## src/logic/afemc_pkg.sv

```systemverilog
package afemc_pkg;

  // ----------------------------------------------------------------
  // register map
  // ----------------------------------------------------------------
  localparam logic [1:0] AFEMC_IDX_CFG0 = 2'h0;
  localparam logic [1:0] AFEMC_IDX_CFG1 = 2'h1;
  localparam logic [1:0] AFEMC_IDX_STAT = 2'h2;
  localparam logic [1:0] AFEMC_IDX_MASK = 2'h3;
  localparam logic [31:0] AFEMC_ADDR_SPAN = 32'h0000_0010;

  localparam logic [7:0] AFEMC_CFG0_RST = 8'h20;
  localparam logic [7:0] AFEMC_CFG1_RST = 8'h40;
  localparam int AFEMC_INT_W = 3;
  localparam logic [AFEMC_INT_W-1:0] AFEMC_MASK_RST = 3'h0;
  localparam logic [AFEMC_INT_W-1:0] AFEMC_STAT_RST = 3'h0;

  // ----------------------------------------------------------------
  // field positions
  // ----------------------------------------------------------------
  localparam int AFEMC_B0_PLL = 7;
  localparam int AFEMC_B0_UNUSED_HI = 6;
  localparam int AFEMC_B0_CLKSEL = 5;
  localparam int AFEMC_B0_EDGE = 4;
  localparam int AFEMC_B0_UNUSED_LO = 3;
  localparam int AFEMC_B0_CRYSTAL_SOURCE = 2;
  localparam int AFEMC_B0_MASTER = 1;
  localparam int AFEMC_B0_LOCK = 0;
  localparam int AFEMC_B1_SIF = 7;
  localparam int AFEMC_B1_AUTOCAL = 6;
  localparam int AFEMC_B1_CAL = 5;
  localparam int AFEMC_B1_FSMRST = 4;
  localparam int AFEMC_B1_REGRST = 3;
  localparam int AFEMC_B1_PDAMP = 2;
  localparam int AFEMC_B1_PDREF = 1;
  localparam int AFEMC_B1_PDALL = 0;
  localparam int AFEMC_INT_CAL = 0;
  localparam int AFEMC_INT_PLL = 1;
  localparam int AFEMC_INT_REFUSED = 2;

  // ----------------------------------------------------------------
  // types
  // ----------------------------------------------------------------
  typedef enum logic [3:0] {
    ST_IDLE = 4'h1,
    ST_WRITE = 4'h2,
    ST_RDWAIT = 4'h4,
    ST_RDDATA = 4'h8
  } afemc_st_t;

  typedef struct packed {
    logic clk_ext;
    logic fall;
    logic crystal_source;
    logic master;
    logic lock;
  } afemc_clk_t;

  typedef struct packed {
    logic sif25;
    logic autocal;
    logic pd_amp;
    logic pd_ref;
    logic pd_all;
  } afemc_pwr_t;

  typedef struct packed {
    logic hit;
    logic [1:0] idx;
  } afemc_dec_t;

  typedef struct packed {
    afemc_st_t st;
    afemc_dec_t dec;
    logic hready;
    logic [31:0] rdata;
    afemc_clk_t clk;
    afemc_pwr_t pwr;
    logic pll;
    logic cal;
    logic fsm_rst;
    logic reg_rst;
    logic [AFEMC_INT_W-1:0] stat;
    logic [AFEMC_INT_W-1:0] mask;
    logic irq;
  } afemc_state_t;

  // ----------------------------------------------------------------
  // field packing
  // ----------------------------------------------------------------
  function automatic afemc_clk_t afemc_clk_unpack(input logic [7:0] b);
    afemc_clk_t c;
    c.clk_ext = b[AFEMC_B0_CLKSEL];
    c.fall = b[AFEMC_B0_EDGE];
    c.crystal_source = b[AFEMC_B0_CRYSTAL_SOURCE];
    c.master = b[AFEMC_B0_MASTER];
    c.lock = b[AFEMC_B0_LOCK];
    return c;
  endfunction

  function automatic afemc_pwr_t afemc_pwr_unpack(input logic [7:0] b);
    afemc_pwr_t p;
    p.sif25 = b[AFEMC_B1_SIF];
    p.autocal = b[AFEMC_B1_AUTOCAL];
    p.pd_amp = b[AFEMC_B1_PDAMP];
    p.pd_ref = b[AFEMC_B1_PDREF];
    p.pd_all = b[AFEMC_B1_PDALL];
    return p;
  endfunction

  localparam afemc_clk_t AFEMC_CLK_DEF = afemc_clk_unpack(AFEMC_CFG0_RST);
  localparam afemc_pwr_t AFEMC_PWR_DEF = afemc_pwr_unpack(AFEMC_CFG1_RST);

endpackage

```

## src/logic/afemc_regs.sv

```systemverilog
`timescale 1ns/10ps
module afemc_regs
  import afemc_pkg::*;
(
  input wire logic CLK_I,
  input wire logic RST_B_I,
  input wire logic HSEL_I,
  input wire logic [31:0] HADDR_I,
  input wire logic [1:0] HTRANS_I,
  input wire logic HWRITE_I,
  input wire logic [2:0] HSIZE_I,
  input wire logic [31:0] HWDATA_I,
  input wire logic HREADY_I,
  output logic HREADYOUT_O,
  output logic HRESP_O,
  output logic [31:0] HRDATA_O,
  input wire logic PLL_LOCKED_I,
  input wire logic CAL_DONE_I,
  output logic LINE_SYNC_CLK_SEL_O,
  output logic LINE_SYNC_EDGE_O,
  output logic CRYSTAL_DRIVER_ENABLE_O,
  output logic MASTER_MODE_O,
  output logic REGS_LOCKED_O,
  output logic SENSOR_TIMING_GENERATOR_RUN_O,
  output logic SIF_25_CLK_MODE_O,
  output logic PLL_AUTOCAL_EN_O,
  output logic CAL_ACTIVE_O,
  output logic FSM_RESET_O,
  output logic REG_RESET_O,
  output logic PD_AMP_O,
  output logic PD_REF_O,
  output logic PD_GLOBAL_O,
  output logic IRQ_O
);

  // ----------------------------------------------------------------
  // decode
  // ----------------------------------------------------------------
  function automatic afemc_dec_t decode(input logic [31:0] a);
    afemc_dec_t d;
    d.idx = a[3:2];
    if (a >= AFEMC_ADDR_SPAN) begin
      d.hit = 1'b0;
    end else if (a[1:0] != 2'h0) begin
      d.hit = 1'b0;
    end else begin
      d.hit = 1'b1;
    end
    return d;
  endfunction

  localparam afemc_state_t STATE_RST = '{
    st: ST_IDLE,
    dec: '0,
    hready: 1'b1,
    rdata: 32'h0000_0000,
    clk: AFEMC_CLK_DEF,
    pwr: AFEMC_PWR_DEF,
    pll: 1'b0,
    cal: 1'b0,
    fsm_rst: 1'b0,
    reg_rst: 1'b0,
    stat: AFEMC_STAT_RST,
    mask: AFEMC_MASK_RST,
    irq: 1'b0
  };

  afemc_state_t state_ff;
  afemc_state_t nxt_state;

  // ----------------------------------------------------------------
  // next state
  // ----------------------------------------------------------------
  always_comb begin
    afemc_clk_t wclk;
    logic [AFEMC_INT_W-1:0] ev;
    logic [AFEMC_INT_W-1:0] clr;
    logic [7:0] rb;
    wclk = afemc_clk_unpack(HWDATA_I[7:0]);
    ev = '0;
    clr = '0;
    rb = 8'h00;
    nxt_state = state_ff;
    nxt_state.fsm_rst = 1'b0;
    nxt_state.reg_rst = 1'b0;
    nxt_state.hready = 1'b1;
    nxt_state.pll = PLL_LOCKED_I;
    if (state_ff.pll && !PLL_LOCKED_I) begin
      ev[AFEMC_INT_PLL] = 1'b1;
    end
    if (state_ff.cal && CAL_DONE_I) begin
      nxt_state.cal = 1'b0;
      ev[AFEMC_INT_CAL] = 1'b1;
    end
    case (state_ff.st)
      ST_WRITE: begin
        if (state_ff.dec.hit && state_ff.dec.idx == AFEMC_IDX_CFG0) begin
          if (state_ff.clk.lock) begin
            // only the lock bit itself stays writeable when locked
            nxt_state.clk.lock = wclk.lock;
            if (wclk[4:1] != state_ff.clk[4:1]) begin
              ev[AFEMC_INT_REFUSED] = 1'b1;
            end
          end else begin
            // pll and unused bits are not part of wclk
            nxt_state.clk = wclk;
          end
        end else if (state_ff.dec.hit &&
                     state_ff.dec.idx == AFEMC_IDX_CFG1) begin
          // lock-exempt: resets and power downs must stay reachable
          nxt_state.pwr = afemc_pwr_unpack(HWDATA_I[7:0]);
          if (HWDATA_I[AFEMC_B1_CAL]) begin
            nxt_state.cal = 1'b1;
          end
          if (HWDATA_I[AFEMC_B1_FSMRST]) begin
            nxt_state.fsm_rst = 1'b1;
            nxt_state.cal = 1'b0;
          end
          if (HWDATA_I[AFEMC_B1_REGRST]) begin
            nxt_state.reg_rst = 1'b1;
            nxt_state.fsm_rst = 1'b1;
            nxt_state.cal = 1'b0;
            nxt_state.clk = AFEMC_CLK_DEF;
            nxt_state.pwr = AFEMC_PWR_DEF;
            nxt_state.mask = AFEMC_MASK_RST;
          end
        end else if (state_ff.dec.hit &&
                     state_ff.dec.idx == AFEMC_IDX_MASK) begin
          nxt_state.mask = HWDATA_I[AFEMC_INT_W-1:0];
        end
      end
      ST_RDWAIT: begin
        // one wait state so a write just before is visible to the read
        if (!state_ff.dec.hit) begin
          rb = 8'h00;
        end else if (state_ff.dec.idx == AFEMC_IDX_CFG0) begin
          rb[AFEMC_B0_PLL] = state_ff.pll;
          rb[AFEMC_B0_CLKSEL] = state_ff.clk.clk_ext;
          rb[AFEMC_B0_EDGE] = state_ff.clk.fall;
          rb[AFEMC_B0_CRYSTAL_SOURCE] = state_ff.clk.crystal_source;
          rb[AFEMC_B0_MASTER] = state_ff.clk.master;
          rb[AFEMC_B0_LOCK] = state_ff.clk.lock;
        end else if (state_ff.dec.idx == AFEMC_IDX_CFG1) begin
          rb[AFEMC_B1_SIF] = state_ff.pwr.sif25;
          rb[AFEMC_B1_AUTOCAL] = state_ff.pwr.autocal;
          rb[AFEMC_B1_CAL] = state_ff.cal;
          rb[AFEMC_B1_FSMRST] = state_ff.fsm_rst;
          rb[AFEMC_B1_REGRST] = state_ff.reg_rst;
          rb[AFEMC_B1_PDAMP] = state_ff.pwr.pd_amp;
          rb[AFEMC_B1_PDREF] = state_ff.pwr.pd_ref;
          rb[AFEMC_B1_PDALL] = state_ff.pwr.pd_all;
        end else if (state_ff.dec.idx == AFEMC_IDX_STAT) begin
          rb[AFEMC_INT_W-1:0] = state_ff.stat;
          clr = state_ff.stat;
        end else begin
          rb[AFEMC_INT_W-1:0] = state_ff.mask;
        end
        nxt_state.rdata = {24'h00_0000, rb};
      end
      default: begin
      end
    endcase
    if (state_ff.st == ST_RDWAIT) begin
      nxt_state.st = ST_RDDATA;
    end else if (HSEL_I && HTRANS_I[1] && HREADY_I) begin
      nxt_state.dec = decode(HADDR_I);
      if (HWRITE_I) begin
        nxt_state.st = ST_WRITE;
      end else begin
        nxt_state.st = ST_RDWAIT;
        nxt_state.hready = 1'b0;
      end
    end else begin
      nxt_state.st = ST_IDLE;
    end
    // a new event beats a read-clear in the same cycle
    nxt_state.stat = (state_ff.stat & ~clr) | ev;
    nxt_state.irq = |(nxt_state.stat & nxt_state.mask);
  end

  always_ff @(posedge CLK_I or negedge RST_B_I) begin
    if (!RST_B_I) begin
      state_ff <= STATE_RST;
    end else begin
      state_ff <= nxt_state;
    end
  end

  // ----------------------------------------------------------------
  // outputs
  // ----------------------------------------------------------------
  assign HREADYOUT_O = state_ff.hready;
  assign HRESP_O = 1'b0;
  assign HRDATA_O = state_ff.rdata;
  assign LINE_SYNC_CLK_SEL_O = state_ff.clk.clk_ext;
  assign LINE_SYNC_EDGE_O = state_ff.clk.fall;
  assign CRYSTAL_DRIVER_ENABLE_O = state_ff.clk.crystal_source;
  assign MASTER_MODE_O = state_ff.clk.master;
  assign REGS_LOCKED_O = state_ff.clk.lock;
  assign SENSOR_TIMING_GENERATOR_RUN_O = state_ff.clk.lock;
  assign SIF_25_CLK_MODE_O = state_ff.pwr.sif25;
  assign PLL_AUTOCAL_EN_O = state_ff.pwr.autocal;
  assign CAL_ACTIVE_O = state_ff.cal;
  assign FSM_RESET_O = state_ff.fsm_rst;
  assign REG_RESET_O = state_ff.reg_rst;
  assign PD_AMP_O = state_ff.pwr.pd_amp;
  assign PD_REF_O = state_ff.pwr.pd_ref;
  assign PD_GLOBAL_O = state_ff.pwr.pd_all;
  assign IRQ_O = state_ff.irq;
endmodule
```

## config.mk

```make
export PLATFORM = sky130hd
export DESIGN_NAME = afemc_regs
export DESIGN_NICKNAME = d
export VERILOG_FILES = /design/src/logic/afemc_pkg.sv /design/src/logic/afemc_regs.sv
export SDC_FILE = /design/constraint.sdc
export NUM_CORES = 1
export LEC_CHECK = 0
export BUFFER_PORTS_ARGS = -buffer_cell sky130_fd_sc_hd__buf_4
export CAP_MARGIN = 20
export CORE_UTILIZATION = 45
export DETAILED_ROUTE_END_ITERATION = 10
export GPL_ROUTABILITY_DRIVEN = 0
export GPL_TIMING_DRIVEN = 0
export HOLD_SLACK_MARGIN = 0.06
export PLACE_DENSITY = 0.95
export RECOVER_POWER = 100
export SYNTH_ARGS = -nofsm -noshare
export SYNTH_HDL_FRONTEND = slang
export SYNTH_SLANG_ARGS = --single-unit
```

## constraint.sdc

```tcl
create_clock -name CLK_I -period 3.61 [get_ports CLK_I]
set_input_delay 0.722 -clock CLK_I [delete_from_list [all_inputs] [get_ports CLK_I]]
set_output_delay 0.722 -clock CLK_I [all_outputs]
set_load 0.01 [all_outputs]
```

==> qor.tcl, run 1 <==
set qor(outcome) {finished with violations}
set qor(violations) {max-capacitance violations, max-slew violations}
set qor(cts_resized) 0
set qor(main_synth_ff_type) {sky130_fd_sc_hd__dfrtp_1}
set qor(crit_type) {reg2reg}
set qor(cp_num_buf_inv) 0
set qor(largest-register) {state_ff}
set qor(drt-total-wl_mm) 4.83
set qor(cts.reportedPaths.clkPinSlew_ns) 0.07
set qor(compound_cell_area_share_of_the_yosys_netlist_pct) 10.6
set qor(wl_per_cell_microns) 13.8
set qor(worst_path_largest_cell_delay_ns) 0.95
set qor(fin_crit_sh_pct) 67.0
set qor(globalRoute.totalOverflow) 0
set qor(routed-via-count) 1727
set qor(antenna_violating_nets_post_route) 0
set qor(reg2reg_setup_slack_ns) 1.19
set qor(hold_viol_final) 0
set qor(synth_top_family_by_area) {simple AND/OR/NAND/NOR gates}
set qor(synthMostInstantiatedCell) {sky130_fd_sc_hd__nand2_1}
set qor(worst-endpoint-required_ns) 3.74
set qor(place_worst_setup_slack_ns) 1.60
set qor(floorplan.rows) 23
set qor(fp.dieH_microns) 67.7
set qor(final-instance-count-excl-fill) 350
set qor(ioPinCount) 125
set qor(synth_sequential_area_ratio_pct) 48.0
set qor(min_period_ns) 2.42
set qor(power.share.switching_pct) 24.7
set qor(fin_worst_skew_ns) 0.00281
set qor(p_leak_nw) 1.36
set qor(min_path_type) {reg2reg}
set qor(fillCellCount) 340
set qor(post_drt_via_cell_ratio) 4.93
set qor(setup_repair_after_global_routing_missed_its_margin) {no}
set qor(yosys.area_share.xor_xnor_pct) 1.81
set qor(initial_core_util_pct) 47.8
set qor(yosys.cell_types.count) 38
set qor(achievable-frequency_mhz) 414
set qor(yosys_register_bits) 37
set qor(grt_max_degree) 38
set qor(synth.area.top_cells) {sky130_fd_sc_hd__dfrtp_1, sky130_fd_sc_hd__buf_4, sky130_fd_sc_hd__nand2_1, sky130_fd_sc_hd__dfstp_2, sky130_fd_sc_hd__mux4_2}
set qor(pwr-share-seq_pct) 50.8
set qor(yosys.area_share.simple_pct) 20.6
set qor(final-setup-viol-count) 0
set qor(post_synth_fa_ha_maj_area_fraction_pct) 0
set qor(antenna-diode-count) 0
set qor(grt.total_usage_pct) 22.3
set qor(detailedRoute.firstIterationViolations) 105
set qor(clkSinkCount) 37
set qor(cts_htree_levels) 2
set qor(switchingPower_mw) 0.212
set qor(maxCapViolations) 1
set qor(largest_register_ff_count) 14
set qor(worstReg2RegStart) {state_ff[60]}
set qor(final_layout_size_suffix_gt1_share_pct) 33.3
set qor(power_share_of_the_clock_group_pct) 31.2
set qor(endpoint_of_the_worst_register_to_register_path) {CRYSTAL_DRIVER_ENABLE_O}
set qor(reg2reg_depth) 4
set qor(syn_inst) 198
set qor(fp.dieArea_sq_mm) 0.00458
set qor(worst_pin_slew_ns) 1.87
set qor(initial_antenna_violation_count) 0
set qor(first_global_vias) 1639
set qor(tritoncts) {built}
set qor(critical_path.max_fanout) 8
set qor(detailed_place_hpwl_mm) 3.84
set qor(design.core.area_sq_mm) 0.00406
set qor(min_delay_worst_endpoint) {HRDATA_O[3]}
set qor(power.ir.vdd_worst_mv) 0.207
set qor(cts_buffers) 5
set qor(muxShareOfSynthArea_pct) 3.48
set qor(post-route-cell-area_sq_mm) 0.00263
set qor(cp_common_cell) {sky130_fd_sc_hd__o21ai_0}
set qor(yosys_warnings) 0
set qor(power.density_cell_area_mw_per_mm2) 326
set qor(worstSetupStartpointType) {register}
set qor(worst_ep_arrival_time_ns) 2.54
set qor(setup_ws_ns) 1.19
set qor(asyncSetResetFlopFracSynth_pct) 100
set qor(path_cells) {nor4b_1 -> o21ai_0 -> nand2_1 -> o21ai_0}
set qor(maximum_clock_path_buffer_count) 2
set qor(port-buffer-count) 71
set qor(syn-mean-instance-area_sq_um) 9.79
set qor(tightest_slew_margin_relative_to_the_limit_pct) -24.7
set qor(cts_hold_repair.buffers) 0
set qor(drt_drc_violations_left) 0
set qor(share_comb_of_total_power_pct) 18.1
set qor(hold_depth) 1
set qor(place_area_sq_mm) 0.00263
set qor(clk_tree_root_cell) {sky130_fd_sc_hd__clkbuf_8}
set qor(setup_total_negative_slack_ns) 0
set qor(final_nets) 376
set qor(syn-cell-area_sq_mm) 0.00194
set qor(holdCritStartpoint) {REG_RESET_O}
set qor(synthDominantAreaCellType) {sky130_fd_sc_hd__dfrtp_1}
set qor(max_stage_delay_cell_worst_path) {sky130_fd_sc_hd__nor4b_1}
set qor(path_delay_family) {simple AND/OR/NAND/NOR gates}
set qor(placedCellCount) 343
set qor(drt_pass_1_iters) 4
set qor(timing_max_transition_violations_final) 38
set qor(setup.worst_path.end_class) {register}
set qor(area.growth.synth_to_final_pct) 35.5
set qor(intPower_mw) 0.646
set qor(worst_skew_pair.late_latency_ns) 0.29
set qor(grt_pass1_wl_mm) 7.35
set qor(die-width_microns) 67.7
set qor(synth_enable_flop_cells) 0
set qor(final_core_util_pct) 64.8
set qor(ys_top_cells_by_count) {sky130_fd_sc_hd__nand2_1, sky130_fd_sc_hd__buf_4, sky130_fd_sc_hd__dfrtp_1}
set qor(cts_setup_buffers) 0
set qor(synth_top_area_share_pct) 42.6
-- placed cells by master, fill, tap and decap left out, drive strengths merged, types with 2 or more instances in the layout --
cell	count
nor2	13
nand4	3
a221oi	3
a22o	5
xnor2	4
clkbuf	36
and2	5
nor4b	2
dfrtp	33
and3	2
buf	81
nand2	35
inv	4
o31ai	2
nand3	4
mux4	3
conb	25
nor4	7
o21ai	12
dfstp	4
or3	2
clkinv	2
-- power by group through the flow --
stage	sequential, mW	combinational (mW)	clock (mW)
global route	0.436	0.171	0.290
finish	0.435	0.155	0.267
floorplan	0.442	0.0895	0
global placement	0.443	0.154	0
CTS	0.436	0.159	0.270
detailed placement	0.443	0.159	0
-- worst register-to-register path: cells and delay by family (launching register included) --
kind / cells / cell delay [ns]
flops: 1 / 0.38
simple gates: 2 / 1.15
compound gates: 2 / 0.73
-- how the worst max path moves through the flow --
| stage | slack, ns | cells after the start | start | endpoint |
|---|---|---|---|---|
| 3_5_place_dp | 1.60 | 4 | state_ff[58] | IRQ_O |
| 4_1_cts | 1.57 | 4 | state_ff[58] | IRQ_O |
| 2_1_floorplan | 1.71 | 4 | state_ff[58] | IRQ_O |
| 5_1_grt | 0.97 | 4 | state_ff[60] | CRYSTAL_DRIVER_ENABLE_O |
| 3_3_place_gp | 1.59 | 4 | state_ff[58] | IRQ_O |
| 6_report | 1.19 | 4 | state_ff[60] | CRYSTAL_DRIVER_ENABLE_O |
-- layer usage --
metal  vias up  track usage, %  wire length, microns
li1        829               -                     -
met1       818            26.1                  1890
met2        67            37.0                  2560
met3        13            6.93                   270
met4         0            10.4                   105
met5         -               0                     0
-- area by class of cell --
| cell class | instances | area (sq um) | area share (%) |
|---|---|---|---|
| Multi-Input combinational cell | 140 | 792 | 30.1 |
| Inverter | 5 | 18.8 | 0.714 |
| Tap cell | 50 | 62.6 | 2.38 |
| Buffer | 40 | 278 | 10.6 |
| Timing Repair Buffer | 71 | 469 | 17.8 |
| Sequential cell | 37 | 931 | 35.4 |
| Clock inverter | 1 | 5.00 | 0.190 |
| Clock buffer | 6 | 72.6 | 2.76 |
-- stage by stage --
step | power [mW] | hold WS (ns)
floorplan | 0.531 | 0.426
global route | 0.897 | 0.509
detailed placement | 0.602 | 0.478
CTS | 0.866 | 0.388
finish | 0.857 | 0.487
global placement | 0.597 | 0.463
-- logic make-up (layout without fill, tap and decap cells) --
kind of cell    Yosys count  after routing
simple gates             79             79
buf+inv                  45            123
flops                    37             37
compound gates           29             29
xor+xnor                  4              4
mux                       3              3
other cells               1             25
Power figures use the tool's default switching activity.
==> run 2: changes to the inputs <==
ABC_AREA = 1   (was not set)
CORE_UTILIZATION = 40   (was 45)
PLACE_DENSITY = 0.88   (was 0.95)
clock period = 2.21 ns   (was 3.61 ns; I/O delays follow)
==> run 2 against run 1 <==
Compared with the run above:
- the run now ends clean
- cell area is 7.8% higher
- clock skew grew 0.0065 ns
- core utilization down 9.6 points
- combinational power rose by 45%
- first-iteration DRC count increased by 26%
- maximum frequency increased by 37%
- register-to-register slack worse by 0.75 ns
- total power increased by 61%
- via count increased by 14%
- worst hold slack lost 0.22 ns
- global-route usage down 2.2 points
- synthesized cell count rose by 39%
==> qor.tcl, run 2 <==
set qor(cts_htree_levels) 2
set qor(crit_type) {reg2reg}
set qor(path_delay_family) {simple AND/OR/NAND/NOR gates}
set qor(synth_sequential_area_ratio_pct) 43.4
set qor(routed-via-count) 1969
set qor(p_leak_nw) 1.55
set qor(antenna-diode-count) 0
set qor(synth_enable_flop_cells) 0
set qor(setup_repair_after_global_routing_missed_its_margin) {no}
set qor(final-instance-count-excl-fill) 448
set qor(syn-cell-area_sq_mm) 0.00214
set qor(first_global_vias) 1870
set qor(layout_commonest_cell) {sky130_fd_sc_hd__nand2_1}
set qor(grt_max_degree) 38
set qor(clkSinkCount) 37
set qor(grt_pass1_wl_mm) 8.33
set qor(cts_setup_buffers) 0
set qor(cts_buffers) 5
set qor(grt.total_usage_pct) 20.1
set qor(synth.area.top_cells) {sky130_fd_sc_hd__dfrtp_1, sky130_fd_sc_hd__nand2_1, sky130_fd_sc_hd__buf_4, sky130_fd_sc_hd__dfstp_2, sky130_fd_sc_hd__inv_1}
set qor(area.growth.synth_to_final_pct) 32.1
set qor(placedCellCount) 440
set qor(worst-endpoint-required_ns) 2.37
set qor(place_worst_setup_slack_ns) 0.721
set qor(drt-total-wl_mm) 5.20
set qor(setup.worst_path.end_class) {register}
set qor(yosys_register_bits) 37
set qor(asyncSetResetFlopFracSynth_pct) 100
set qor(maxCapViolations) 0
set qor(min_path_type) {in2async}
set qor(cts_hold_repair.buffers) 0
set qor(commonest_cells_after_routing_fill_and_taps_aside) {sky130_fd_sc_hd__nand2_1, sky130_fd_sc_hd__buf_4, sky130_fd_sc_hd__dfrtp_1, sky130_fd_sc_hd__inv_1}
set qor(initial_core_util_pct) 41.7
set qor(cp_num_buf_inv) 1
set qor(ys_top_cells_by_count) {sky130_fd_sc_hd__nand2_1, sky130_fd_sc_hd__buf_4, sky130_fd_sc_hd__dfrtp_1}
set qor(power.ir.vdd_worst_mv) 0.292
set qor(syn-mean-instance-area_sq_um) 7.80
set qor(tritoncts) {built}
set qor(floorplan.rows) 26
set qor(fin_worst_skew_ns) 0.00936
set qor(worstSetupStartpointType) {register}
set qor(achievable-frequency_mhz) 565
set qor(final_core_util_pct) 55.1
set qor(initial_antenna_violation_count) 0
set qor(fin_crit_sh_pct) 80.1
set qor(wl_per_cell_microns) 11.6
set qor(synthDominantAreaCellType) {sky130_fd_sc_hd__dfrtp_1}
set qor(clk_tree_root_cell) {sky130_fd_sc_hd__clkbuf_8}
set qor(die-width_microns) 75.2
set qor(max_stage_delay_cell_worst_path) {sky130_fd_sc_hd__dfrtp_1}
set qor(worst_pin_slew_ns) 0.906
set qor(detailed_place_hpwl_mm) 4.14
set qor(antenna_violating_nets_post_route) 0
set qor(yosys_warnings) 0
set qor(worst_ep_arrival_time_ns) 1.93
set qor(drt_pass_1_iters) 5
set qor(power.density_cell_area_mw_per_mm2) 488
set qor(worst_skew_pair.late_latency_ns) 0.30
set qor(synthMostInstantiatedCell) {sky130_fd_sc_hd__nand2_1}
set qor(tightest_slew_margin_relative_to_the_limit_pct) 39.6
set qor(setup_total_negative_slack_ns) 0
set qor(worst_path_largest_cell_delay_ns) 0.44
set qor(total_power_mw) 1.38
set qor(maximum_clock_path_buffer_count) 2
set qor(timing_max_transition_violations_final) 0
set qor(main_synth_ff_type) {sky130_fd_sc_hd__dfrtp_1}
set qor(final_nets) 453
set qor(post-route-cell-area_sq_mm) 0.00283
set qor(synth_top_area_share_pct) 38.5
set qor(detailedRoute.firstIterationViolations) 132
set qor(place_area_sq_mm) 0.00286
set qor(drt_drc_violations_left) 0
set qor(fp.dieArea_sq_mm) 0.00566
set qor(critical_path.max_fanout) 8
set qor(fillCellCount) 512
set qor(fin_hold_ws_ns) 0.262
set qor(largest_register_ff_count) 14
set qor(hold_viol_final) 0
set qor(cts_resized) 0
set qor(final_layout_size_suffix_gt1_share_pct) 29.1
set qor(cts.reportedPaths.clkPinSlew_ns) 0.07
set qor(outcome) {finished clean}
set qor(final-setup-viol-count) 0
set qor(yosys.cell_types.count) 25
set qor(ioPinCount) 125
set qor(port-buffer-count) 71
set qor(post_drt_via_cell_ratio) 4.40
set qor(design.core.area_sq_mm) 0.00514
set qor(min_period_ns) 1.77
set qor(fp.dieH_microns) 75.2
set qor(syn_inst) 275
set qor(path_cells) {inv_1 -> nand2_1 -> nor2_8 -> nand2_4 -> nor2_1 -> o21ai_1 -> nand2_1 -> o21ai_1}
set qor(globalRoute.totalOverflow) 0
set qor(setup_ws_ns) 0.440
set qor(largest-register) {state_ff}
==> run 2: cell types whose count changed in the layout (fill, tap and decap cells not counted), moves of 4 or more <==
cell,before,now
sky130_fd_sc_hd__a21oi_1,1,7
sky130_fd_sc_hd__a22o_1,5,1
sky130_fd_sc_hd__clkbuf_1,24,19
sky130_fd_sc_hd__inv_1,4,29
sky130_fd_sc_hd__nand2_1,35,84
sky130_fd_sc_hd__nand3_1,4,14
sky130_fd_sc_hd__nor2_1,13,25
sky130_fd_sc_hd__o211ai_1,0,4
sky130_fd_sc_hd__o21ai_1,0,4
sky130_fd_sc_hd__xnor2_1,4,0
==> run 2: cell type report <==
cell class              count  area [sq um]  area share, %
clock inverters             1          5.00          0.177
inverters                  33           126           4.46
multi-input cells         195           886           31.3
repair buffers             71           467           16.5
plain buffers              34           255           9.01
well taps                  70          87.6           3.09
flip-flops and latches     37           931           32.8
clock buffers               7          76.3           2.69
==> run 2: final timing paths <==
| check | startpoint | end | slack [ns] | cells past startpoint |
|---|---|---|---|---|
| max | state_ff[55] | LINE_SYNC_EDGE_O | 0.44 | 8 |
| min | RST_B_I | HRDATA_O[1] | 0.26 | 1 |
| max reg2reg | state_ff[55] | LINE_SYNC_EDGE_O | 0.44 | 8 |
| min reg2reg | HRDATA_O[1] | HRDATA_O[1] | 0.48 | 2 |
| max in group asynchronous | RST_B_I | state_ff[55] | 1.38 | 1 |
| min in group CLK_I | PLL_LOCKED_I | state_ff[10] | 0.29 | 1 |
==> run 2: logic make-up after synthesis <==
| kind of cell | synth area share, % |
|---|---|
| simple gates | 30.2 |
| other cells | 0.175 |
| buf+inv | 17.8 |
| flops | 43.4 |
| compound gates | 8.46 |
==> run 2: per-layer routing <==
metal  vias up  GRT usage, %  routed length, microns
li1       1008             -                       -
met2        75          34.0                    2510
met4         0          7.82                      89
met5         -             0                       0
met3         7          5.62                     405
met1       879          24.5                    2190
==> run 2: power breakdown <==
part | switching [mW] | total, mW | internal [mW]
registers | 0.0147 | 0.705 | 0.691
logic | 0.113 | 0.225 | 0.112
clock network | 0.231 | 0.452 | 0.221
==> run 3: changes to the inputs <==
clock period = 1.58 ns   (was 2.21 ns; I/O delays follow)
==> run 3 against run 2 <==
Compared with the run above:
- clock power increased by 40%
- global-route usage about the same
- critical endpoint is now CAL_ACTIVE_O
- maximum frequency rose by 14%
- core utilization is 0.88 points higher
- highest routed layer unchanged
==> qor.tcl, run 3 (same netlist as run 2, synthesis figures left out) <==
set qor(fin_worst_skew_ns) 0.00759
set qor(detailed_place_hpwl_mm) 4.14
set qor(place_worst_setup_slack_ns) 0.0910
set qor(cts_buffers) 5
set qor(drt-total-wl_mm) 5.27
set qor(clkSinkCount) 37
set qor(routed-via-count) 2010
set qor(hold_viol_final) 0
set qor(initial_antenna_violation_count) 0
set qor(maximum_clock_path_buffer_count) 2
set qor(hold_depth) 1
set qor(holdCritStartpoint) {PLL_LOCKED_I}
set qor(initial_core_util_pct) 41.7
set qor(post_drt_via_cell_ratio) 4.48
set qor(final-instance-count-excl-fill) 449
set qor(min_period_ns) 1.55
set qor(fin_hold_ws_ns) 0.160
set qor(fp.dieH_microns) 75.2
set qor(floorplan.rows) 26
set qor(power.density_cell_area_mw_per_mm2) 674
set qor(power.ir.vdd_worst_mv) 0.397
set qor(design.core.area_sq_mm) 0.00514
set qor(port-buffer-count) 71
set qor(worst-endpoint-required_ns) 1.75
set qor(tightest_slew_margin_relative_to_the_limit_pct) 38.7
set qor(critical_path.max_fanout) 7
set qor(worst_skew_pair.late_latency_ns) 0.30
set qor(min_delay_worst_endpoint) {state_ff[10]}
set qor(endpoint_of_the_worst_register_to_register_path) {CAL_ACTIVE_O}
set qor(ioPinCount) 125
set qor(drt_pass_1_iters) 4
set qor(fin_crit_sh_pct) 98.2
set qor(setup_ws_ns) 0.0285
set qor(clk_tree_root_cell) {sky130_fd_sc_hd__clkbuf_8}
set qor(antenna_violating_nets_post_route) 0
set qor(setup.worst_path.end_class) {register}
set qor(p_leak_nw) 1.53
set qor(placedCellCount) 440
set qor(detailedRoute.firstIterationViolations) 131
set qor(area.growth.synth_to_final_pct) 34.2
set qor(cts_htree_levels) 2
set qor(achievable-frequency_mhz) 645
set qor(commonest_cells_after_routing_fill_and_taps_aside) {sky130_fd_sc_hd__nand2_1, sky130_fd_sc_hd__buf_4, sky130_fd_sc_hd__dfrtp_1, sky130_fd_sc_hd__inv_1, sky130_fd_sc_hd__conb_1}
set qor(fp.dieArea_sq_mm) 0.00566
set qor(worstSetupStartpointType) {register}
set qor(timing_max_transition_violations_final) 0
set qor(largest-register) {state_ff}
set qor(final_nets) 454
set qor(grt_pass1_wl_mm) 8.34
set qor(drt_drc_violations_left) 0
set qor(worstReg2RegStart) {state_ff[55]}
set qor(layout_commonest_cell) {sky130_fd_sc_hd__nand2_1}
set qor(cts.reportedPaths.clkPinSlew_ns) 0.07
set qor(grt_max_degree) 38
set qor(reg2reg_setup_slack_ns) 0.03
set qor(wl_per_cell_microns) 11.7
set qor(power_share_of_the_clock_group_pct) 32.6
set qor(die-width_microns) 75.2
set qor(worst_ep_arrival_time_ns) 1.73
set qor(min_path_type) {in2reg}
set qor(largest_register_ff_count) 14
set qor(crit_type) {reg2reg}
set qor(switchingPower_mw) 0.505
set qor(grt.total_usage_pct) 20.2
set qor(worst_pin_slew_ns) 0.920
set qor(antenna-diode-count) 0
set qor(final_layout_size_suffix_gt1_share_pct) 30.9
set qor(tritoncts) {built}
set qor(first_global_vias) 1873
set qor(pwr-share-seq_pct) 51.0
set qor(total_power_mw) 1.94
set qor(maxCapViolations) 0
set qor(intPower_mw) 1.44
set qor(globalRoute.totalOverflow) 0
set qor(fillCellCount) 508
set qor(final-setup-viol-count) 0
set qor(reg2reg_depth) 6
set qor(share_comb_of_total_power_pct) 16.4
set qor(power.share.switching_pct) 26.0
set qor(outcome) {finished clean}
## run 3: worst max path at each step
stage | endpoint | slack (ns) | start
after global placement | IRQ_O | 0.17 | state_ff[58]
final | CAL_ACTIVE_O | 0.03 | state_ff[55]
after global routing | CAL_ACTIVE_O | -0.02 | state_ff[55]
after detailed placement | IRQ_O | 0.09 | state_ff[58]
after CTS | IRQ_O | 0.07 | state_ff[58]
after floorplan | LINE_SYNC_EDGE_O | 0.29 | state_ff[59]
## run 3: metrics by stage
stage                     util [%]  TNS [ns]  area, sq um
after global placement        55.6         0         2860
after detailed placement      55.6         0         2860
after floorplan                  -         0         2230
after global routing          56.0   -0.0213         2880
final                         56.0         0         2880
after CTS                     57.3         0         2950
## run 3: worst max-delay path, cell delays in order (launching register included)
cell                      delay (ns)
sky130_fd_sc_hd__dfrtp_1        0.44
sky130_fd_sc_hd__inv_2          0.15
sky130_fd_sc_hd__nand2_4        0.08
sky130_fd_sc_hd__nor2_4         0.22
sky130_fd_sc_hd__nand2_2        0.18
sky130_fd_sc_hd__a21oi_1        0.30
sky130_fd_sc_hd__a21oi_1        0.07
## run 3: layer usage
layer  GRT usage (%)  part of all wire (%)  wire, microns  vias to the layer above
met5               0                     0              0                        -
met4            7.82                   1.7             89                        0
met3            5.62                   6.9            364                        7
met2            34.0                    49           2590                       75
met1            24.6                    42           2230                      919
li1                -                     -              -                     1009
## run 3: repair_timing
item,in CTS,in global routing
hold buffers,1,0
endpoints found under the hold margin,33,0
buffers inserted,0,0
resized for setup,0,2
endpoints found under the setup margin,0,1
## run 3: power groups by stage
stage / logic, mW / clock network, mW / registers (mW)
after global placement: 0.311 / 0 / 1.01
after CTS: 0.321 / 0.648 / 0.990
final: 0.318 / 0.634 / 0.989
after global routing: 0.356 / 0.690 / 0.989
after floorplan: 0.175 / 0 / 1.00
after detailed placement: 0.318 / 0 / 1.01
## run 3: layout make-up
class / count / area (sq um) / share of cell area, %
well taps: 70 / 87.6 / 3.04
clock buffers: 7 / 76.3 / 2.65
inverters: 33 / 126 / 4.39
multi-input cells: 195 / 921 / 32.0
clock inverters: 1 / 5.00 / 0.174
repair buffers: 72 / 477 / 16.6
flip-flops and latches: 37 / 931 / 32.3
plain buffers: 34 / 255 / 8.87
